File: config.mk
export PLATFORM = sky130hd
export DESIGN_NAME = upfp_port
export DESIGN_NICKNAME = d
export VERILOG_FILES = /design/src/inc/upfp_pkg.sv /design/src/upfp_port.sv /design/src/upfp_sync.sv
export SDC_FILE = /design/constraint.sdc
export NUM_CORES = 1
export LEC_CHECK = 0
export BUFFER_PORTS_ARGS = -buffer_cell sky130_fd_sc_hd__buf_2
export CORE_MARGIN = 4
export CORE_UTILIZATION = 49
export DETAILED_ROUTE_END_ITERATION = 6
export GPL_TIMING_DRIVEN = 0
export PLACE_DENSITY = 0.77
export REMOVE_ABC_BUFFERS = 1
export SYNTH_ARGS = -nofsm -noshare
export SYNTH_HDL_FRONTEND = slang
export SYNTH_SLANG_ARGS = --single-unit
export TNS_END_PERCENT = 30
File: constraint.sdc
create_clock -name core_clk_i -period 3.5 [get_ports core_clk_i]
set_input_delay 0.35 -clock core_clk_i [delete_from_list [all_inputs] [get_ports core_clk_i]]
set_output_delay 0.35 -clock core_clk_i [all_outputs]
set_load 0.02 [all_outputs]
File: src/inc/upfp_pkg.sv
package upfp_pkg;
    localparam int unsigned UPFP_CLK_HZ = 10000000;
    localparam int unsigned UPFP_DATA_W = 8;
    // Flag recovery time in ns after a strobe cycle
    localparam int unsigned UPFP_FLAG_GAP_NS = 80;
    localparam int unsigned UPFP_FLAG_GAP_CYC_RAW =
        (UPFP_FLAG_GAP_NS * (UPFP_CLK_HZ / 1000000) + 999) / 1000;
    localparam int unsigned UPFP_FLAG_GAP_CYC =
        (UPFP_FLAG_GAP_CYC_RAW < 1) ? 1 : UPFP_FLAG_GAP_CYC_RAW;
    // Chained clear release delay in ms
    localparam int unsigned UPFP_CLR_DELAY_MS = 5;
    localparam int unsigned UPFP_CLR_DELAY_CYC = UPFP_CLR_DELAY_MS * (UPFP_CLK_HZ / 1000);
    localparam int unsigned UPFP_GAP_W = 4;
    localparam int unsigned UPFP_CLR_W = 20;
    typedef enum logic [2:0] {
        UPFP_ST_RESET = 3'h1,
        UPFP_ST_ACTIVE = 3'h2,
        UPFP_ST_SUSPEND = 3'h4
    } upfp_pwr_t;
endpackage

File: src/upfp_port.sv
`timescale 1ns/1ps
// Parallel FIFO handshake port with power and reset control
module upfp_port import upfp_pkg::*; #(
    parameter int unsigned CLR_DELAY_CYC = UPFP_CLR_DELAY_CYC,
    parameter int unsigned GAP_CYC = UPFP_FLAG_GAP_CYC
) (
    input wire logic core_clk_i,
    input wire logic nrst_i,
    // Pin side
    input wire logic rd_strobe_n_i,
    input wire logic wr_strobe_i,
    input wire logic [UPFP_DATA_W-1:0] data_i,
    output logic [UPFP_DATA_W-1:0] data_o,
    output logic data_oe_n_o,
    output logic tx_space_n_o,
    output logic tx_space_oe_n_o,
    output logic rx_avail_n_o,
    output logic rx_avail_oe_n_o,
    output logic power_enable_n_o,
    input wire logic send_now_wake_n_i,
    output logic chained_clear_out_n_o,
    output logic chained_clear_oe_n_o,
    input wire logic prom_select_i,
    input wire logic prom_clock_i,
    output logic osc_run_o,
    output logic pins_pull_low_o,
    output logic clk_48m_sel_o,
    output logic alt_product_o,
    // Core side
    input wire logic usb_configured_i,
    input wire logic usb_suspend_i,
    input wire logic remote_wake_en_i,
    input wire logic pull_down_opt_i,
    input wire logic [UPFP_DATA_W-1:0] rx_byte_i,
    input wire logic rx_valid_i,
    output logic rx_pop_o,
    output logic [UPFP_DATA_W-1:0] tx_byte_o,
    output logic tx_push_o,
    input wire logic tx_full_i,
    output logic resume_req_o,
    output logic flush_req_o
);
    logic rd_s, wr_s, wake_s, rd_q, wr_q, wake_q;
    logic rd_rise, wr_fall, wake_fall;
    logic [UPFP_GAP_W-1:0] rx_gap_q, tx_gap_q;
    logic [UPFP_CLR_W-1:0] clr_cnt_q;
    logic [UPFP_DATA_W-1:0] data_d;
    logic straps_done_q;
    logic [1:0] strap_age_q;
    logic [UPFP_DATA_W-1:0] data_meta_q, data_s_q;
    logic prom_sel_s, prom_clk_s;
    upfp_pwr_t pwr_q;

    upfp_sync #(.RST_VAL(1'b1)) u_rd (.core_clk_i(core_clk_i), .nrst_i(nrst_i),
        .async_i(rd_strobe_n_i), .sync_o(rd_s));
    upfp_sync #(.RST_VAL(1'b0)) u_wr (.core_clk_i(core_clk_i), .nrst_i(nrst_i),
        .async_i(wr_strobe_i), .sync_o(wr_s));
    upfp_sync #(.RST_VAL(1'b1)) u_wk (.core_clk_i(core_clk_i), .nrst_i(nrst_i),
        .async_i(send_now_wake_n_i), .sync_o(wake_s));
    // Strap synchronisers, idle high as with no resistor fitted
    upfp_sync #(.RST_VAL(1'b1)) u_sel (.core_clk_i(core_clk_i), .nrst_i(nrst_i),
        .async_i(prom_select_i), .sync_o(prom_sel_s));
    upfp_sync #(.RST_VAL(1'b1)) u_sck (.core_clk_i(core_clk_i), .nrst_i(nrst_i),
        .async_i(prom_clock_i), .sync_o(prom_clk_s));

    // Delayed copies for edge detection
    always_ff @(posedge core_clk_i or negedge nrst_i) begin
        if (!nrst_i) begin
            rd_q <= 1'b1;
            wr_q <= 1'b0;
            wake_q <= 1'b1;
        end else begin
            rd_q <= rd_s;
            wr_q <= wr_s;
            wake_q <= wake_s;
        end
    end

    assign rd_rise = rd_s & ~rd_q;
    assign wr_fall = ~wr_s & wr_q;
    assign wake_fall = ~wake_s & wake_q;

    // Power state tracking
    always_ff @(posedge core_clk_i or negedge nrst_i) begin
        if (!nrst_i) begin
            pwr_q <= UPFP_ST_RESET;
        end else begin
            case (pwr_q)
                UPFP_ST_RESET: begin
                    if (usb_configured_i) begin
                        pwr_q <= UPFP_ST_ACTIVE;
                    end
                end
                UPFP_ST_ACTIVE: begin
                    if (!usb_configured_i) begin
                        pwr_q <= UPFP_ST_RESET;
                    end else if (usb_suspend_i) begin
                        pwr_q <= UPFP_ST_SUSPEND;
                    end
                end
                UPFP_ST_SUSPEND: begin
                    if (!usb_suspend_i) begin
                        pwr_q <= usb_configured_i ? UPFP_ST_ACTIVE : UPFP_ST_RESET;
                    end
                end
                default: pwr_q <= UPFP_ST_RESET;
            endcase
        end
    end

    // power enable, oscillator gate, pull selection
    always_ff @(posedge core_clk_i or negedge nrst_i) begin
        if (!nrst_i) begin
            power_enable_n_o <= 1'b1;
            osc_run_o <= 1'b1;
            pins_pull_low_o <= 1'b0;
        end else begin
            power_enable_n_o <= (pwr_q != UPFP_ST_ACTIVE);
            osc_run_o <= (pwr_q != UPFP_ST_SUSPEND);
            pins_pull_low_o <= (pwr_q == UPFP_ST_SUSPEND) & pull_down_opt_i;
        end
    end

    // resume and flush requests, one-cycle pulses
    always_ff @(posedge core_clk_i or negedge nrst_i) begin
        if (!nrst_i) begin
            resume_req_o <= 1'b0;
            flush_req_o <= 1'b0;
        end else begin
            resume_req_o <= wake_fall & power_enable_n_o & (pwr_q == UPFP_ST_SUSPEND) & remote_wake_en_i;
            flush_req_o <= wake_fall & ~power_enable_n_o;
        end
    end

    // data drive while read strobe low
    always_comb begin
        data_d = data_o;
        if (rd_s) begin
            data_d = rx_byte_i;
        end
    end
    always_ff @(posedge core_clk_i or negedge nrst_i) begin
        if (!nrst_i) begin
            data_o <= '0;
            data_oe_n_o <= 1'b1;
        end else begin
            data_o <= data_d;
            data_oe_n_o <= rd_s;
        end
    end

    // Bus word double flop; the word is stable long before the write fall is seen
    always_ff @(posedge core_clk_i or negedge nrst_i) begin
        if (!nrst_i) begin
            data_meta_q <= '0;
            data_s_q <= '0;
        end else begin
            data_meta_q <= data_i;
            data_s_q <= data_meta_q;
        end
    end

    // pop and push toward the core buffers
    always_ff @(posedge core_clk_i or negedge nrst_i) begin
        if (!nrst_i) begin
            rx_pop_o <= 1'b0;
            tx_push_o <= 1'b0;
            tx_byte_o <= '0;
        end else begin
            rx_pop_o <= rd_rise & rx_valid_i;
            tx_push_o <= wr_fall & ~tx_full_i;
            if (wr_fall) begin
                tx_byte_o <= data_s_q;
            end
        end
    end

    always_ff @(posedge core_clk_i or negedge nrst_i) begin
        if (!nrst_i) begin
            rx_gap_q <= '0;
            tx_gap_q <= '0;
        end else begin
            if (rd_rise) begin
                rx_gap_q <= UPFP_GAP_W'(GAP_CYC);
            end else if (rx_gap_q != '0) begin
                rx_gap_q <= rx_gap_q - 1'b1;
            end
            if (wr_fall) begin
                tx_gap_q <= UPFP_GAP_W'(GAP_CYC);
            end else if (tx_gap_q != '0) begin
                tx_gap_q <= tx_gap_q - 1'b1;
            end
        end
    end

    // receive flag, space flag, float in reset
    always_ff @(posedge core_clk_i or negedge nrst_i) begin
        if (!nrst_i) begin
            rx_avail_n_o <= 1'b1;
            tx_space_n_o <= 1'b1;
            rx_avail_oe_n_o <= 1'b1;
            tx_space_oe_n_o <= 1'b1;
        end else begin
            rx_avail_n_o <= ~rx_valid_i | rd_rise | (rx_gap_q != '0) | ~rd_s;
            tx_space_n_o <= tx_full_i | wr_fall | (tx_gap_q != '0) | wr_s;
            rx_avail_oe_n_o <= 1'b0;
            tx_space_oe_n_o <= 1'b0;
        end
    end

    // chained clear: low in reset, float, then high
    always_ff @(posedge core_clk_i or negedge nrst_i) begin
        if (!nrst_i) begin
            clr_cnt_q <= '0;
            chained_clear_out_n_o <= 1'b0;
            chained_clear_oe_n_o <= 1'b0;
        end else if (clr_cnt_q < UPFP_CLR_W'(CLR_DELAY_CYC)) begin
            clr_cnt_q <= clr_cnt_q + 1'b1;
            chained_clear_oe_n_o <= 1'b1;
        end else begin
            chained_clear_out_n_o <= 1'b1;
            chained_clear_oe_n_o <= 1'b0;
        end
    end

    // strap capture once the synchronisers hold real pin levels
    always_ff @(posedge core_clk_i or negedge nrst_i) begin
        if (!nrst_i) begin
            strap_age_q <= '0;
            straps_done_q <= 1'b0;
            clk_48m_sel_o <= 1'b0;
            alt_product_o <= 1'b0;
        end else begin
            strap_age_q <= {strap_age_q[0], 1'b1};
            if (strap_age_q[1] && !straps_done_q) begin
                straps_done_q <= 1'b1;
                clk_48m_sel_o <= ~prom_sel_s;
                alt_product_o <= ~prom_clk_s;
            end
        end
    end

    chk_rx_gap_hold: assert property (@(posedge core_clk_i) disable iff (!nrst_i)
        rd_rise |=> rx_avail_n_o [*2]) else $error("rx flag reasserted too soon");
    chk_tx_gap_hold: assert property (@(posedge core_clk_i) disable iff (!nrst_i)
        wr_fall |=> tx_space_n_o [*2]) else $error("tx flag reasserted too soon");
    chk_rd_drive: assert property (@(posedge core_clk_i) disable iff (!nrst_i)
        !rd_s |=> !data_oe_n_o && $stable(data_o)) else $error("data not driven steadily during read");
    chk_wr_capture: assert property (@(posedge core_clk_i) disable iff (!nrst_i)
        wr_fall |=> tx_byte_o == $past(data_s_q)) else $error("write byte not captured");
    chk_rd_pop: assert property (@(posedge core_clk_i) disable iff (!nrst_i)
        rd_rise && rx_valid_i |=> rx_pop_o) else $error("no pop after read");
    chk_pwr_suspend: assert property (@(posedge core_clk_i) disable iff (!nrst_i)
        pwr_q == UPFP_ST_SUSPEND |=> power_enable_n_o) else $error("power enable low in suspend");
    chk_flush_active: assert property (@(posedge core_clk_i) disable iff (!nrst_i)
        flush_req_o |-> $past(!power_enable_n_o)) else $error("flush while powered off");
    chk_osc_stop: assert property (@(posedge core_clk_i) disable iff (!nrst_i)
        pwr_q == UPFP_ST_SUSPEND |=> !osc_run_o) else $error("oscillator running in suspend");
    cov_read: cover property (@(posedge core_clk_i) disable iff (!nrst_i) rx_pop_o);
    cov_write: cover property (@(posedge core_clk_i) disable iff (!nrst_i) tx_push_o);
    cov_resume: cover property (@(posedge core_clk_i) disable iff (!nrst_i) resume_req_o);
    cov_flush: cover property (@(posedge core_clk_i) disable iff (!nrst_i) flush_req_o);
endmodule

File: src/upfp_sync.sv
`timescale 1ns/1ps
// Two-flop synchroniser with a set value at reset
module upfp_sync #(
    parameter logic RST_VAL = 1'b1
) (
    input wire logic core_clk_i,
    input wire logic nrst_i,
    input wire logic async_i,
    output logic sync_o
);
    logic meta_q;
    // Double flop for metastability
    always_ff @(posedge core_clk_i or negedge nrst_i) begin
        if (!nrst_i) begin
            meta_q <= RST_VAL;
            sync_o <= RST_VAL;
        end else begin
            meta_q <= async_i;
            sync_o <= meta_q;
        end
    end
endmodule

## Word level (Yosys, flattened, before mapping)

Index checks and enable logic that the tools add are counted.

| word-level totals | value |
|---|---|
| logic and storage cells | 92 |
| register bits after elaboration | 93 |
| bits of input ports | 29 |
| output and inout port bits | 32 |

| operators by class | value |
|---|---|
| reduce and logical (&&, ||, !) cells | 7 |
| add/sub/neg operators | 3 |
| magnitude comparators | 1 |
| bitwise operators | 25 |
| eq/ne operators | 8 |
| mux-type cells | 11 |

Operators with widths:

| cell | number |
|---|---|
| $add A20 B1 Y20 const B | 1 |
| $lt A20 B16 Y1 const B | 1 |
| $mux W4 | 4 |
| $mux W3 | 4 |
| $and A1 B1 Y1 | 10 |
| $not A1 Y1 | 9 |
| $pmux W3 S3 | 1 |
| $reduce_bool A4 Y1 | 2 |
| $sub A4 B1 Y4 const B | 2 |
| $ne A3 B3 Y1 const B | 2 |
| $or A1 B1 Y1 | 6 |
| $ne A2 B2 Y1 const B | 2 |
| $reduce_bool A2 Y1 | 2 |
| $eq A3 B1 Y1 const B | 1 |
| $eq A3 B2 Y1 const B | 1 |
| $eq A3 B3 Y1 const B | 1 |
| $ne A3 B2 Y1 const B | 1 |
| $reduce_and A3 Y1 | 1 |
| $mux W2 | 1 |
| $logic_and A1 B1 Y1 | 1 |
| $logic_not A1 Y1 | 1 |
| $mux W1 | 1 |

## Longest topological paths before layout

| logic depth | value |
|---|---|
| depth after elaboration | 5 |
| gate-level depth with buffers | 6 |
| gate-level depth less buffers | 6 |

## Modules after synthesis

Synthesis repeated with hierarchy kept, for this count alone.

| second synthesis, totals | value |
|---|---|
| cell total of the unflattened synthesis | 259 |
| area total of the unflattened synthesis | 3,413.3 um2 |

By module, submodules not included:

| module | times used | sequential area each (um2) | cells an instance | area an instance (um2) |
|---|---|---|---|---|
| upfp_port | 1 | 2,087.0 | 249 | 3,153.0 |
| upfp_sync (u_rd ...) | 4 | 52.6 | 2 | 52.6 |
| upfp_sync (u_wr) | 1 | 50.0 | 2 | 50.0 |

## Worst setup path after synthesis

OpenSTA, ideal clock, no wires.

| timing path | value |
|---|---|
| kind | reg2reg |
| from | register tx_gap_q[0] |
| to | register tx_space_n_o |
| period minus slack after synthesis | 1.582 ns |
| buffers on the path | 0 |
| required time | 3.406 ns |
| data arrival time | 1.488 ns |
| setup time | 0.094 ns |
| path slack | 1.918 ns |
| stages on the path, launching flop included | 5 |
| cells stage by stage | dfrtp_1 inv_1 ha_1 or3b_2 or4_1 |

| on the way | value |
|---|---|
| cells in the longest elaborated chain, start to end | 3 |

RTL lines:

| element | RTL line | text |
|---|---|---|
| start, declared | upfp_port.sv:45 | `logic [UPFP_GAP_W-1:0] rx_gap_q, tx_gap_q;` |
| start signal, assigned | upfp_port.sv:189 | `tx_gap_q <= UPFP_GAP_W'(GAP_CYC);` |
| start signal, assigned | upfp_port.sv:191 | `tx_gap_q <= tx_gap_q - 1'b1;` |
| $reduce_bool A4 Y1 | upfp_port.sv:205 | `tx_space_n_o <= tx_full_i \| wr_fall \| (tx_gap_q != '0) \| wr_s;` |
| $or A1 B1 Y1 (2 in series) | upfp_port.sv:205 |  |
| end signal, assigned | upfp_port.sv:205 |  |
| end, declared | upfp_port.sv:15 | `output logic tx_space_n_o,` |

Every way passes these cells.
A chain may end at the register's enable or synchronous reset.

## Worst setup path in the final report

| timing path | value |
|---|---|
| from | register clr_cnt_q[12] |
| to | register clr_cnt_q[1] |

| on the way | value |
|---|---|
| cells in the longest elaborated chain, start to end | 1 |

RTL lines:

| element | RTL line | text |
|---|---|---|
| start, declared | upfp_port.sv:46 | `logic [UPFP_CLR_W-1:0] clr_cnt_q;` |
| start signal, assigned | upfp_port.sv:218 | `clr_cnt_q <= clr_cnt_q + 1'b1;` |
| $lt A20 B16 Y1 | upfp_port.sv:217 | `end else if (clr_cnt_q < UPFP_CLR_W'(CLR_DELAY_CYC)) begin` |

Every way passes these cells.

==> results_dict.tcl <==
set metrics [dict create \
    crit_family "compound AO/OA/AOI/OAI gates" \
    postCtsSetupRepairBufs 0 \
    wl_per_cell_um 13.5 \
    place.gp.congestion 0.732 \
    async_reset_ff_share_pct 100 \
    dp_worst_setup_slack_ns 1.29 \
    synth_seq_cells 93 \
    dr.pass1.iters 4 \
    yosys_warnings 0 \
    cts_hold_buf 0 \
    rows 30 \
    seqPwrFrac_pct 54.5 \
    status "finished clean" \
    skew_ns 0.00952 \
    p_switching_mw 0.595 \
    die_area_um2 8470 \
    cap_violations 0 \
    finalCritPeriodShare_pct 62.6 \
    die_x_um 92.0 \
    synth_flop_cell "dfrtp_1" \
    setup_ws_ns 1.31 \
    grt_pass1_wl_mm 9.78 \
    switching_share_pct 26.1 \
    holdWs_ns 0.00410 \
    core_area_um2 6830 \
    placedCellCount 404 \
    rsz0062_at_grt "no" \
    utilization_pct 59.2 \
    tns_ns 0 \
    period_minus_slack_ns 2.19 \
    clk_pin_slew_ns 0.08 \
    antenna_cells 0 \
    num_io_pins 61 \
    slowest_delay_ns 0.88 \
    worst_slew_pin_slew_ns 1.02 \
    critPathCapture "clr_cnt_q[1]" \
    p_leak_nw 1.95 \
    post_cts_resized 0 \
    grtUsageMet3_pct 4.02 \
    wirelength_mm 5.66 \
    crit_slowest_cell "a211oi_2" \
    path_cells "nand4bb_1, a211oi_2, nor2_2, mux2_1" \
    cp_data_arrival_time_ns 2.41 \
    maxSlewViolCount 0 \
    io_buffers 60 \
    num_vias 2023 \
    synth.avg_cell_area_um2 13.5 \
    use_met2_pct 23.7 \
    clockBufferDepth 2 \
    grt_max_degree 51 \
    synth_area_um2 3460 \
    cellPowerDensity_nw_per_um2 563 \
    hold_path_class "in -> async" \
    worstSkewPairLatency_ns 0.34 \
    area_growth_pct 16.8 \
    reg2reg_to "clr_cnt_q[1]" \
    slew_headroom_pct 32.0 \
    path_class "reg -> reg" \
    drcViolationCount 0 \
    cts_tree "yes" \
    drt_iter0_drc 74 \
    place_hpwl_mm 3.98 \
    antenna_left 0 \
    antenna_found_initial 0 \
    hold_viol_final 0 \
    avgViaCountPerCell 4.83 \
    start_util_pct 50.7 \
    die_y_um 92.0 \
    critical_path.startpoint "clr_cnt_q[12]" \
    fin_nets 352 \
    r2r_setup_slack_ns 1.31 \
    grt.busiest_layer "met2" \
    gr-usage-met1_pct 18.9 \
    grt_pass1_vias 2092 \
    clock_sinks 93 \
    grt_usage_pct 14.5 \
    synthCells 257 \
    p_clk_share_pct 30.4 \
    comb_power_share_pct 15.2 \
    drive_gt1_share_pct 35.3 \
    r2r_cells 4 \
    cp.required_ns 3.72 \
    r2r_start "clr_cnt_q[12]" \
    cts-root-buf "clkbuf_8" \
    grt-ovfl-total 0 \
    end_kind "register" \
    final_cell_count_no_fill 419 \
    synth.yosys.seq_area_share_pct 67.8 \
    nFillCells 580 \
    crit_cells 4 \
    yosysUniqueCellTypes 48 \
    numCtsBuffers 9 \
    worst-path-max-fanout 12 \
    critPathBufInv 0 \
    setup_viol 0 \
    cp-start-kind "register" \
    htree_levels 3 \
    vdd.ir_drop.worst_mv 0.337 \
    fmax_ghz 0.457 \
    p_int_mw 1.68 \
    synth-edff-count 0 \
]
synth_stat cells (3+ instances only):
master	n	area share, %
nor2b_1	5	0.90
inv_1	7	0.76
nor2_1	12	1.3
a211oi_1	3	0.65
dfstp_2	16	12
xor2_1	14	3.5
xnor2_1	3	0.76
o21ai_0	3	0.43
nor4_2	3	1.1
clkbuf_1	6	0.65
or3_1	3	0.54
a21oi_1	6	0.87
dfrtp_1	77	56
nand2_1	31	3.4
nand2b_1	7	1.3
nand3_1	4	0.58
ha_1	4	1.4
mux2_2	9	2.9
nor3_1	8	1.2
how the worst min path moves through the flow:
stage / from / to / depth (start not counted)
2_1_floorplan: nrst_i / alt_product_o / 0
3_3_place_gp: strap_age_q[0] / strap_age_q[1] / 0
3_5_place_dp: data_meta_q[6] / data_s_q[6] / 0
4_1_cts: nrst_i / pwr_q[2] / 1
5_1_grt: nrst_i / clr_cnt_q[6] / 1
6_report: nrst_i / clr_cnt_q[2] / 1
routing by layer:
metal	routed length (um)	share of wire, %
met5	0	0
met4	49	0.87
met3	207	3.7
met2	2870	51
met1	2530	45
metrics by stage:
step	power, mW	area [um2]
after floorplan	1.49	3400
after global placement	1.58	3820
after detailed placement	1.61	3850
after CTS	2.31	4040
after global routing	2.40	4040
final	2.28	4040
flip-flops by register name (all words and copies together), names as in the netlist, 2 cells and up:
name         count
data_o           8
data_meta_q      8
strap_age_q      2
tx_byte_o        8
rx_gap_q         4
data_s_q         8
tx_gap_q         4
clr_cnt_q       20
pwr_q            3
cells in the final DEF, fill, tap and decap left out, drive strengths merged, types with 4 or more instances in the layout:
| cell type | Yosys | final |
|---|---|---|
| a21oi | 6 | 6 |
| inv | 7 | 7 |
| clkbuf | 6 | 12 |
| nor3b | 4 | 4 |
| nor2b | 5 | 5 |
| dfrtp | 77 | 77 |
| nand2 | 32 | 32 |
| nand2b | 7 | 7 |
| xor2 | 14 | 14 |
| buf | 3 | 61 |
| ha | 4 | 4 |
| dfstp | 16 | 16 |
| mux2 | 10 | 10 |
| nor2 | 13 | 13 |
| nor4 | 5 | 5 |
| nand3 | 4 | 4 |
| nor3 | 8 | 8 |
| a211oi | 4 | 4 |
logic make-up (layout without fill, tap and decap cells):
| family | Yosys count | after routing | synth area share [%] |
|---|---|---|---|
| AND/OR/NAND/NOR | 97 | 97 | 17.0 |
| adder cells (fa/ha/maj) | 4 | 4 | 1.45 |
| other | 2 | 2 | 0.217 |
| XOR/XNOR | 17 | 17 | 4.30 |
| multiplexers | 10 | 10 | 3.25 |
| buffers and inverters | 17 | 83 | 2.53 |
| AO/OA/AOI/OAI | 17 | 17 | 3.43 |
| flip-flops | 93 | 93 | 67.8 |
power by group through the flow:
| stage | registers, mW | logic [mW] | clock network (mW) |
|---|---|---|---|
| floorplan | 1.29 | 0.200 | 0 |
| global placement | 1.25 | 0.327 | 0 |
| detailed placement | 1.26 | 0.351 | 0 |
| CTS | 1.24 | 0.353 | 0.712 |
| global route | 1.25 | 0.390 | 0.757 |
| finish | 1.24 | 0.346 | 0.691 |
final cells by class:
class / count / area (um2) / area share (%)
Sequential cell: 93 / 2350 / 58.1
Clock buffer: 12 / 145 / 3.59
Multi-Input combinational cell: 147 / 1030 / 25.4
Inverter: 7 / 26.3 / 0.650
Tap cell: 96 / 120 / 2.97
Timing Repair Buffer: 61 / 330 / 8.17
Clock inverter: 3 / 46.3 / 1.15
Power figures use the tool's default switching activity.
